$ cat src/adc_read_pkg.sv
// Purpose: Shared constants for the converter serial read-out block.
// Assumes: 22-bit output word, 22-bit command frame, 8-bit control registers.
// Notes: Command opcodes and register addresses are local encodings.

package adc_read_pkg;

    // ------------------------------------------------------------------
    // Word sizes
    // ------------------------------------------------------------------
    localparam int DATA_BITS = 22;
    localparam int CMD_BITS = 22;
    localparam logic [4:0] CMD_MIN_CLOCKS = 5'd22;

    // ------------------------------------------------------------------
    // Input clock modes (polarity at frame start, capture edge)
    // ------------------------------------------------------------------
    localparam logic [1:0] CLK_LOW_RISE = 2'h0;
    localparam logic [1:0] CLK_LOW_FALL = 2'h1;
    localparam logic [1:0] CLK_HIGH_FALL = 2'h2;
    localparam logic [1:0] CLK_HIGH_RISE = 2'h3;

    // ------------------------------------------------------------------
    // Control register fields
    // ------------------------------------------------------------------
    localparam int LAUNCH_MODE_LSB = 0;
    localparam int LANE_COUNT_LSB = 2;
    localparam int INPUT_MODE_LSB = 0;
    localparam logic [1:0] LAUNCH_STD = 2'h0;
    localparam logic [1:0] LAUNCH_EARLY = 2'h1;
    localparam logic [1:0] LAUNCH_SRC = 2'h3;
    localparam logic [1:0] LANES_DUAL = 2'h2;
    localparam logic [1:0] LANES_QUAD = 2'h3;
    localparam logic [7:0] CHAIN_CTRL_STD = 8'h00;
    localparam logic [7:0] CHAIN_CTRL_EARLY = 8'h01;

    // ------------------------------------------------------------------
    // Reset values
    // ------------------------------------------------------------------
    localparam logic [7:0] INPUT_CTRL_RST = 8'h00;
    localparam logic [7:0] OUTPUT_CTRL_RST = 8'h00;

    // ------------------------------------------------------------------
    // Command frame layout: opcode, address, data
    // ------------------------------------------------------------------
    localparam int CMD_OP_LSB = 18;
    localparam int CMD_ADDR_LSB = 8;
    localparam logic [3:0] CMD_WRITE = 4'h1;
    localparam logic [3:0] CMD_CLEAR = 4'h2;
    localparam logic [3:0] CMD_SET = 4'h3;
    localparam logic [9:0] INPUT_CTRL_ADDR = 10'h010;
    localparam logic [9:0] OUTPUT_CTRL_ADDR = 10'h011;

endpackage

$ cat src/adc_serial_read.sv
// Purpose: Serial read-out and configuration slave of a 22-bit converter.
// Assumes: Host drives chip select, serial clock and serial input pins.
// Notes: Pins are oversampled by mclk_in; serial clock must be much slower.

`timescale 1ns/1ps

module adc_serial_read
    import adc_read_pkg::*;
#(
    parameter int WORD_BITS = DATA_BITS
) (
    input wire logic mclk_in,
    input wire logic resetn_in,
    input wire logic ce_in,
    input wire logic cs_n_in,
    input wire logic sclk_in,
    input wire logic sdi_in,
    input wire logic [WORD_BITS-1:0] conv_data_in,
    input wire logic conv_valid_in,
    output logic conv_ready_out,
    output logic serial_out_lane0_out,
    output logic serial_out_lane1_out,
    output logic serial_out_lane2_out,
    output logic serial_out_lane3_out,
    output logic source_clock_strobe_out,
    output logic [7:0] input_protocol_ctrl_out,
    output logic [7:0] output_protocol_ctrl_out,
    output logic frame_active_out,
    output logic underrun_out
);

    // ------------------------------------------------------------------
    // Elaboration checks
    // ------------------------------------------------------------------
    initial begin
        if (WORD_BITS != DATA_BITS) begin
            $error("adc_serial_read serves a 22-bit output word only");
        end
    end

    // ------------------------------------------------------------------
    // Helper functions
    // ------------------------------------------------------------------
    // Modes 00 and 11 capture on the rising serial clock edge.
    function automatic logic captures_on_rise(input logic [1:0] mode);
        return (mode == CLK_LOW_RISE) || (mode == CLK_HIGH_RISE);
    endfunction

    // Shift the output word by the active lane count, filling at the bottom.
    function automatic logic [DATA_BITS-1:0] shift_word(
        input logic [DATA_BITS-1:0] word,
        input logic [1:0] lanes,
        input logic fill
    );
        logic [DATA_BITS-1:0] res;
        res = '0;
        case (lanes)
            LANES_DUAL: res = {word[DATA_BITS-3:0], 2'h0};
            LANES_QUAD: res = {word[DATA_BITS-5:0], 4'h0};
            default: res = {word[DATA_BITS-2:0], fill};
        endcase
        return res;
    endfunction

    // ------------------------------------------------------------------
    // Pin synchronisers and edge detection
    // ------------------------------------------------------------------
    logic [2:0] pins_s;
    logic cs_n_s, sclk_s, sdi_s;

    pin_sync #(
        .WIDTH(3),
        .RST_VAL(3'h7)
    ) u_pin_sync (
        .mclk_in(mclk_in),
        .resetn_in(resetn_in),
        .ce_in(ce_in),
        .async_in({cs_n_in, sclk_in, sdi_in}),
        .sync_out(pins_s)
    );

    assign cs_n_s = pins_s[2];
    assign sclk_s = pins_s[1];
    assign sdi_s = pins_s[0];

    logic cs_n_d_r, cs_n_d_nxt;
    logic sclk_d_r, sclk_d_nxt;
    logic frame_start, frame_end, sclk_rise, sclk_fall;

    always_comb begin
        cs_n_d_nxt = cs_n_s;
        sclk_d_nxt = sclk_s;
        frame_start = cs_n_d_r & ~cs_n_s;
        frame_end = ~cs_n_d_r & cs_n_s;
        sclk_rise = ~sclk_d_r & sclk_s;
        sclk_fall = sclk_d_r & ~sclk_s;
    end

    always_ff @(posedge mclk_in or negedge resetn_in) begin
        if (!resetn_in) begin
            cs_n_d_r <= 1'b1;
            sclk_d_r <= 1'b1;
        end else if (ce_in) begin
            cs_n_d_r <= cs_n_d_nxt;
            sclk_d_r <= sclk_d_nxt;
        end
    end

    // ------------------------------------------------------------------
    // Converter word buffer
    // ------------------------------------------------------------------
    logic [DATA_BITS-1:0] head_data;
    logic head_valid;

    // A stall by the shifter keeps words here; the source sees ready fall.
    word_buffer #(
        .WIDTH(DATA_BITS)
    ) u_word_buffer (
        .mclk_in(mclk_in),
        .resetn_in(resetn_in),
        .ce_in(ce_in),
        .s_data_in(conv_data_in),
        .s_valid_in(conv_valid_in),
        .s_ready_out(conv_ready_out),
        .m_data_out(head_data),
        .m_valid_out(head_valid),
        .m_ready_in(frame_start)
    );

    // ------------------------------------------------------------------
    // Control registers
    // ------------------------------------------------------------------
    logic [7:0] in_ctrl_r, in_ctrl_nxt;
    logic [7:0] out_ctrl_r, out_ctrl_nxt;
    logic [1:0] clk_mode, launch_mode, lane_count;
    logic early, src_mode, daisy;

    always_comb begin
        clk_mode = in_ctrl_r[INPUT_MODE_LSB +: 2];
        launch_mode = out_ctrl_r[LAUNCH_MODE_LSB +: 2];
        lane_count = out_ctrl_r[LANE_COUNT_LSB +: 2];
        // Early launch only exists where the MSB already leaves at select fall.
        early = (launch_mode == LAUNCH_EARLY) && !clk_mode[0];
        src_mode = (launch_mode == LAUNCH_SRC);
        daisy = (out_ctrl_r == CHAIN_CTRL_STD) || (out_ctrl_r == CHAIN_CTRL_EARLY);
    end

    // ------------------------------------------------------------------
    // Frame state
    // ------------------------------------------------------------------
    typedef enum logic [1:0] {
        ST_IDLE,
        ST_WAIT_FIRST,
        ST_SHIFT
    } frame_state_type;

    frame_state_type state_r, state_nxt;
    logic [DATA_BITS-1:0] shift_r, shift_nxt;
    logic [CMD_BITS-1:0] cmd_r, cmd_nxt;
    logic [4:0] bit_cnt_r, bit_cnt_nxt;
    logic sdi_cap_r, sdi_cap_nxt;
    logic in_frame, cap_edge, launch_edge, step_edge, fill_bit;
    logic underrun_nxt;

    always_comb begin
        state_nxt = state_r;
        shift_nxt = shift_r;
        cmd_nxt = cmd_r;
        bit_cnt_nxt = bit_cnt_r;
        sdi_cap_nxt = sdi_cap_r;
        underrun_nxt = 1'b0;
        in_frame = (state_r != ST_IDLE);
        // Modes 00/11 capture rising, 01/10 capture falling.
        cap_edge = in_frame && (captures_on_rise(clk_mode) ? sclk_rise : sclk_fall);
        launch_edge = in_frame && (captures_on_rise(clk_mode) ? sclk_fall : sclk_rise);
        if (src_mode) begin
            step_edge = in_frame && sclk_rise;
        end else if (early) begin
            step_edge = cap_edge;
        end else begin
            step_edge = launch_edge;
        end
        // With early launch the shift shares the capture edge, so take the pin now.
        fill_bit = daisy ? (early ? sdi_s : sdi_cap_r) : 1'b0;

        if (cap_edge) begin
            sdi_cap_nxt = sdi_s;
            cmd_nxt = {cmd_r[CMD_BITS-2:0], sdi_s};
            if (bit_cnt_r != CMD_MIN_CLOCKS) begin
                bit_cnt_nxt = bit_cnt_r + 5'd1;
            end
        end

        case (state_r)
            ST_IDLE: begin
                if (frame_start) begin
                    bit_cnt_nxt = 5'd0;
                    shift_nxt = head_valid ? head_data : '0;
                    underrun_nxt = !head_valid;
                    // Outside source-synchronous launch, modes 01/11 hold the MSB back until the first launch edge.
                    if (clk_mode[0] && !src_mode) begin
                        state_nxt = ST_WAIT_FIRST;
                    end else begin
                        state_nxt = ST_SHIFT;
                    end
                end
            end
            ST_WAIT_FIRST: begin
                if (frame_end) begin
                    state_nxt = ST_IDLE;
                end else if (launch_edge) begin
                    state_nxt = ST_SHIFT;
                end
            end
            ST_SHIFT: begin
                if (frame_end) begin
                    state_nxt = ST_IDLE;
                end else if (step_edge) begin
                    shift_nxt = shift_word(shift_r, lane_count, fill_bit);
                end
            end
            default: begin
                state_nxt = ST_IDLE;
            end
        endcase
    end

    always_ff @(posedge mclk_in or negedge resetn_in) begin
        if (!resetn_in) begin
            state_r <= ST_IDLE;
            shift_r <= '0;
            cmd_r <= '0;
            bit_cnt_r <= 5'd0;
            sdi_cap_r <= 1'b0;
            underrun_out <= 1'b0;
        end else if (ce_in) begin
            state_r <= state_nxt;
            shift_r <= shift_nxt;
            cmd_r <= cmd_nxt;
            bit_cnt_r <= bit_cnt_nxt;
            sdi_cap_r <= sdi_cap_nxt;
            underrun_out <= underrun_nxt;
        end
    end

    // ------------------------------------------------------------------
    // Command decode at frame end
    // ------------------------------------------------------------------
    logic [3:0] cmd_op;
    logic [9:0] cmd_addr;
    logic [7:0] cmd_data;
    logic cmd_go;

    always_comb begin
        cmd_op = cmd_r[CMD_OP_LSB +: 4];
        cmd_addr = cmd_r[CMD_ADDR_LSB +: 10];
        cmd_data = cmd_r[7:0];
        // Short frames are reads only; the new setting counts from the next frame.
        cmd_go = (state_r != ST_IDLE) && frame_end && (bit_cnt_r == CMD_MIN_CLOCKS);
        in_ctrl_nxt = in_ctrl_r;
        out_ctrl_nxt = out_ctrl_r;
        if (cmd_go) begin
            case (cmd_op)
                CMD_WRITE: begin
                    if (cmd_addr == INPUT_CTRL_ADDR) begin
                        in_ctrl_nxt = cmd_data;
                    end
                    if (cmd_addr == OUTPUT_CTRL_ADDR) begin
                        out_ctrl_nxt = cmd_data;
                    end
                end
                CMD_CLEAR: begin
                    if (cmd_addr == INPUT_CTRL_ADDR) begin
                        in_ctrl_nxt = in_ctrl_r & ~cmd_data;
                    end
                    if (cmd_addr == OUTPUT_CTRL_ADDR) begin
                        out_ctrl_nxt = out_ctrl_r & ~cmd_data;
                    end
                end
                CMD_SET: begin
                    if (cmd_addr == INPUT_CTRL_ADDR) begin
                        in_ctrl_nxt = in_ctrl_r | cmd_data;
                    end
                    if (cmd_addr == OUTPUT_CTRL_ADDR) begin
                        out_ctrl_nxt = out_ctrl_r | cmd_data;
                    end
                end
                default: begin
                    in_ctrl_nxt = in_ctrl_r;
                end
            endcase
        end
    end

    always_ff @(posedge mclk_in or negedge resetn_in) begin
        if (!resetn_in) begin
            in_ctrl_r <= INPUT_CTRL_RST;
            out_ctrl_r <= OUTPUT_CTRL_RST;
        end else if (ce_in) begin
            in_ctrl_r <= in_ctrl_nxt;
            out_ctrl_r <= out_ctrl_nxt;
        end
    end

    // ------------------------------------------------------------------
    // Output pins
    // ------------------------------------------------------------------
    logic [3:0] lanes_nxt;
    logic [3:0] lanes_r;
    logic strobe_nxt, strobe_r;
    logic active_nxt, active_r;

    always_comb begin
        lanes_nxt = 4'h0;
        if (state_r == ST_SHIFT) begin
            case (lane_count)
                LANES_DUAL: lanes_nxt = {2'h0, shift_r[DATA_BITS-2], shift_r[DATA_BITS-1]};
                LANES_QUAD: lanes_nxt = {shift_r[DATA_BITS-4], shift_r[DATA_BITS-3],
                                         shift_r[DATA_BITS-2], shift_r[DATA_BITS-1]};
                default: lanes_nxt = {3'h0, shift_r[DATA_BITS-1]};
            endcase
        end
        // Only the source-synchronous entry echoes the host clock; legacy keeps it low.
        strobe_nxt = src_mode && (state_r != ST_IDLE) && sclk_s;
        active_nxt = (state_r != ST_IDLE);
    end

    always_ff @(posedge mclk_in or negedge resetn_in) begin
        if (!resetn_in) begin
            lanes_r <= 4'h0;
            strobe_r <= 1'b0;
            active_r <= 1'b0;
        end else if (ce_in) begin
            lanes_r <= lanes_nxt;
            strobe_r <= strobe_nxt;
            active_r <= active_nxt;
        end
    end

    assign serial_out_lane0_out = lanes_r[0];
    assign serial_out_lane1_out = lanes_r[1];
    assign serial_out_lane2_out = lanes_r[2];
    assign serial_out_lane3_out = lanes_r[3];
    assign source_clock_strobe_out = strobe_r;
    assign input_protocol_ctrl_out = in_ctrl_r;
    assign output_protocol_ctrl_out = out_ctrl_r;
    assign frame_active_out = active_r;

endmodule // adc_serial_read

$ cat src/pin_sync.sv
// Purpose: Two-flop synchroniser for asynchronous pin inputs.
// Assumes: Each bit is an independent level.
// Notes: Only the second stage leaves this module.

`timescale 1ns/1ps

module pin_sync #(
    parameter int WIDTH = 3,
    parameter logic [WIDTH-1:0] RST_VAL = '1
) (
    input wire logic mclk_in,
    input wire logic resetn_in,
    input wire logic ce_in,
    input wire logic [WIDTH-1:0] async_in,
    output logic [WIDTH-1:0] sync_out
);

    logic [WIDTH-1:0] meta_r;
    logic [WIDTH-1:0] sync_r;

    initial begin
        if (WIDTH < 1) begin
            $error("pin_sync needs at least one bit");
        end
    end

    // The reset level is a parameter, so the asynchronous branch loads constants only.
    always_ff @(posedge mclk_in or negedge resetn_in) begin
        if (!resetn_in) begin
            meta_r <= RST_VAL;
            sync_r <= RST_VAL;
        end else if (ce_in) begin
            meta_r <= async_in;
            sync_r <= meta_r;
        end
    end

    assign sync_out = sync_r;

endmodule // pin_sync

$ cat src/word_buffer.sv
// Purpose: Two-entry buffer for converter words ahead of the shifter.
// Assumes: Source and sink on the same clock.
// Notes: Ready toward the source is a register.

`timescale 1ns/1ps

module word_buffer #(
    parameter int WIDTH = 22
) (
    input wire logic mclk_in,
    input wire logic resetn_in,
    input wire logic ce_in,
    input wire logic [WIDTH-1:0] s_data_in,
    input wire logic s_valid_in,
    output logic s_ready_out,
    output logic [WIDTH-1:0] m_data_out,
    output logic m_valid_out,
    input wire logic m_ready_in
);

    logic [WIDTH-1:0] slot0_r, slot0_nxt;
    logic [WIDTH-1:0] slot1_r, slot1_nxt;
    logic [1:0] count_r, count_nxt;
    logic ready_r, ready_nxt;
    logic push, pop;

    initial begin
        if (WIDTH < 1) begin
            $error("word_buffer needs a positive width");
        end
    end

    always_comb begin
        push = s_valid_in & ready_r;
        pop = m_ready_in & (count_r != 2'h0);
        slot0_nxt = slot0_r;
        slot1_nxt = slot1_r;
        count_nxt = count_r;
        if (pop) begin
            slot0_nxt = slot1_r;
        end
        if (push) begin
            if (count_r == 2'h0 || (count_r == 2'h1 && pop)) begin
                slot0_nxt = s_data_in;
            end else begin
                slot1_nxt = s_data_in;
            end
        end
        count_nxt = count_r + {1'b0, push} - {1'b0, pop};
        ready_nxt = (count_nxt != 2'h2);
    end

    always_ff @(posedge mclk_in or negedge resetn_in) begin
        if (!resetn_in) begin
            slot0_r <= '0;
            slot1_r <= '0;
            count_r <= 2'h0;
            ready_r <= 1'b1;
        end else if (ce_in) begin
            slot0_r <= slot0_nxt;
            slot1_r <= slot1_nxt;
            count_r <= count_nxt;
            ready_r <= ready_nxt;
        end
    end

    assign s_ready_out = ready_r;
    assign m_data_out = slot0_r;
    assign m_valid_out = (count_r != 2'h0);

endmodule // word_buffer
$ cat config.mk
export PLATFORM = sky130hd
export DESIGN_NAME = adc_serial_read
export DESIGN_NICKNAME = d
export VERILOG_FILES = /design/src/adc_read_pkg.sv /design/src/adc_serial_read.sv /design/src/pin_sync.sv /design/src/word_buffer.sv
export SDC_FILE = /design/constraint.sdc
export NUM_CORES = 1
export LEC_CHECK = 0
export BUFFER_PORTS_ARGS = -buffer_cell sky130_fd_sc_hd__buf_2
export CORE_MARGIN = 8
export CORE_UTILIZATION = 55
export DETAILED_ROUTE_END_ITERATION = 8
export GPL_TIMING_DRIVEN = 0
export HOLD_SLACK_MARGIN = 0.06
export MAX_ROUTING_LAYER = met4
export PLACE_DENSITY = 0.77
export SLEW_MARGIN = 5
export SYNTH_ARGS = -nofsm -noshare
export SYNTH_HDL_FRONTEND = slang
export SYNTH_HIERARCHICAL = 1
export SYNTH_SLANG_ARGS = --single-unit
$ cat constraint.sdc
create_clock -name mclk_in -period 1.95 [get_ports mclk_in]
set_input_delay 0.2925 -clock mclk_in [delete_from_list [all_inputs] [get_ports mclk_in]]
set_output_delay 0.2925 -clock mclk_in [all_outputs]
set_load 0.02 [all_outputs]
==> impl_metrics.env <==
export IMPL_fmax_ghz=0.4810
export IMPL_drv_slew=0
export IMPL_ys_seq_area_frac=0.4781
export IMPL_dpl_hpwl_mm=11.14
export IMPL_violations="negative setup slack"
export IMPL_first_pass_iters=5
export IMPL_hold_path_class="in2reg"
export IMPL_r2r_end="shift_r[9]"
export IMPL_tritoncts="yes"
export IMPL_vias=5356
export IMPL_crit_slowest_cell="dfstp_2"
export IMPL_cts_buffers=17
export IMPL_yosys_warnings=6
export IMPL_hold_viol=0
export IMPL_wl_per_cell_um=19.22
export IMPL_io_buffers=52
export IMPL_cp_startpoint="sclk_d_r"
export IMPL_ioPinCount=53
export IMPL_cts_root_buffer_cell="clkbuf_16"
export IMPL_drv_cap=0
export IMPL_async_flop_share=1.000
export IMPL_clk_pin_slew_worst_paths_ps=60
export IMPL_reg2reg_from="sclk_d_r"
export IMPL_routabilityCongestion=0.8594
export IMPL_period_needed_ps=2079
export IMPL_crit_fanout=6
export IMPL_max_stage_delay_ps=530
export IMPL_power_density_nw_per_um2=1367
export IMPL_vias_per_cell=6.086
export IMPL_grt_pass1_wl_mm=27.74
export IMPL_dieArea_um2=16130
export IMPL_arrival_ps=2390
export IMPL_synthFlopType="dfrtp_1"
export IMPL_fin_tns_setup_ps=-2717
export IMPL_criticalPathCategory="reg2reg"
export IMPL_netlist_instances=625
export IMPL_synth_area_um2=6775
export IMPL_r2r_slack_ps=-130
export IMPL_coreArea_um2=12010
export IMPL_numClockSinks=129
export IMPL_wl_mm=16.91
export IMPL_vdd_drop_max_mv=0.7911
export IMPL_overflow=0
export IMPL_die_w_um=127.0
export IMPL_critPathLaunchType="flip-flop"
export IMPL_clock_skew_ps=7.668
export IMPL_ys_types=63
export IMPL_endpoint="shift_r[9]"
export IMPL_nets=754
export IMPL_path_cells="or3b_1 > o32a_1 > nand3_1 > and4_1 > buf_6 > clkbuf_16 > mux2_4"
export IMPL_clockBufferDepth=2
export IMPL_antenna_cells=0
export IMPL_max_slew_margin=0.5526
export IMPL_antenna_found_initial=0
export IMPL_p_leak_uw=0.004001
export IMPL_clk_latency_ps=430
export IMPL_drc_errors=0
export IMPL_design_area_um2=8203
export IMPL_synth_area_leaders="dfrtp_1 (44%), mux2_4 (10%), mux2_2 (4.7%), o21ai_0 (3.9%), mux2i_1 (3.8%)"
export IMPL_dieHeight_um=127.0
export IMPL_layout_drive_gt1_share=0.3261
export IMPL_setup_viol=36
export IMPL_synth_area_per_cell_um2=10.84
export IMPL_grt_max_degree=85
export IMPL_synth_nets=657
export IMPL_first_global_vias=5465
export IMPL_worstMarginPinSlew_ps=668.7
export IMPL_ys_ff_latch=129
export IMPL_fp_row_count=40
export IMPL_period_share=1.066
export IMPL_area_growth_syn_to_layout_pct=21.07
export IMPL_ant_nets=0
export IMPL_rr_worst_depth=7
export IMPL_post_dp_cell_area_um2=7267
export IMPL_synth_enable_flop_cells=0
export IMPL_synth_top_cell_area_share=0.4432
export IMPL_endpoint_kind="flip-flop"
export IMPL_finalWorstSetupSlack_ps=-129.1
export IMPL_outcome="finished, violations left"
export IMPL_drt_iter0_markers=470
export IMPL_yosysTopAreaCell="dfrtp_1"
export IMPL_required_ps=2260
export IMPL_track_usage=0.2213
export IMPL_initial_core_util=0.5641
export IMPL_cts_htree_levels=4
export IMPL_rsz0062_at_grt="true"
## power by group
| group | internal, uW | leakage, uW | switching [uW] |
|---|---|---|---|
| clock | 1890 | 0.000281 | 1130 |
| combinational | 1940 | 0.00210 | 1880 |
| sequential | 3570 | 0.00162 | 796 |
## sequential cells by signal (all words and copies together) (netlist names), 2 cells and up
register and count:
lanes_r 4, input_protocol_ctrl_out 8, u_pin_sync/meta_r 3, bit_cnt_r 5, u_word_buffer/slot1_r 22, u_word_buffer/m_data_out 22, u_word_buffer/count_r 2, cmd_r 22
u_pin_sync/sync_out 3, shift_r 22, state_r 2, output_protocol_ctrl_out 8
## per-stage QoR
step / power [uW] / instances / util / setup slack [ps] / hold slack [ps]
after global placement: 7522 / 824 / 0.6022 / -1235 / 485.0
after global routing: 11820 / 880 / 0.6829 / -178.0 / 102.9
after floorplan: 6772 / 625 / - / -56.22 / -3.091
final: 11210 / 880 / 0.6829 / -129.1 / 97.71
after detailed placement: 7740 / 825 / 0.6050 / -371.3 / 247.0
after CTS: 11020 / 874 / 0.6713 / -180.9 / 82.94
## cell usage after synthesis, types with 4 or more instances
cell type  instances
o221ai_1          22
dfstp_2            9
a31oi_1            7
nor2b_1            5
o22ai_1            4
nand3b_1           8
nand2b_1           5
buf_2              9
and2_1             8
buf_1              4
o21ai_0           53
nor2_1             9
dfrtp_1          120
mux2_4            46
nand2_1           69
nand3_1            8
buf_6              6
clkbuf_1          22
nand4_1           26
mux2_2            28
nor3b_1           10
o211ai_1           6
mux2i_1           26
inv_1             59
## repair_timing
action	in CTS	in global routing
setup endpoints to repair	96	73
pin swaps	7	7
hold buffers	1	0
setup buffers	18	5
cloned	0	2
gates resized for setup	30	19
hold endpoints to repair	45	0
## layout make-up
cell class | count | area (um^2)
well taps | 147 | 183.9
fillers | 872 | 3809
flip-flops and latches | 129 | 3244
clock inverters | 6 | 55.05
clock buffers | 24 | 501.7
repair buffers | 79 | 541.8
plain buffers | 42 | 271.5
multi-input cells | 394 | 3181
inverters | 59 | 224.0
## cells in the final DEF (no fill, tap or decap), types with 23 or more instances in the layout
master	synthesis	layout
o21ai_0	53	49
inv_1	59	58
nand2_1	69	67
clkbuf_1	22	23
dfrtp_1	120	116
buf_2	9	56
mux2_4	46	47
mux2i_1	26	26
nand4_1	26	26
mux2_2	28	27
## how the worst min path moves through the flow
| stage | startpoint | to | slack (ps) | depth (start not counted) |
|---|---|---|---|---|
| 4_1_cts | sclk_in | u_pin_sync/meta_r[1] | 80 | 2 |
| 3_3_place_gp | input_protocol_ctrl_out[7] | input_protocol_ctrl_out[7] | 490 | 2 |
| 6_report | sclk_in | u_pin_sync/meta_r[1] | 100 | 2 |
| 2_1_floorplan | resetn_in | bit_cnt_r[0] | -3 | 0 |
| 5_1_grt | sclk_in | u_pin_sync/meta_r[1] | 100 | 2 |
| 3_5_place_dp | resetn_in | input_protocol_ctrl_out[5] | 250 | 1 |
## worst max-delay path: cells and delay by family, from the launching register on
kind / cells / cell delay [ps]
AO/OA/AOI/OAI: 1 / 160
buffers and inverters: 2 / 340
flip-flops: 1 / 530
multiplexers: 1 / 290
AND/OR/NAND/NOR: 3 / 650
## cell families after synthesis
kind of cell	share of synthesized area
XOR/XNOR	0.004987
multiplexers	0.1869
flip-flops	0.4781
AND/OR/NAND/NOR	0.1365
buffers and inverters	0.06556
AO/OA/AOI/OAI	0.1224
adder cells (fa/ha/maj)	0.005541
## per-layer routing
layer | up-vias | wire (um) | track usage
li1 | 2429 | - | -
met1 | 2694 | 7346 | 0.2757
met2 | 208 | 8271 | 0.3439
met3 | 25 | 1017 | 0.04617
met4 | 0 | 276 | 0.09727
met5 | - | 0 | -
No activity file was read; power rests on OpenSTA's default activity.
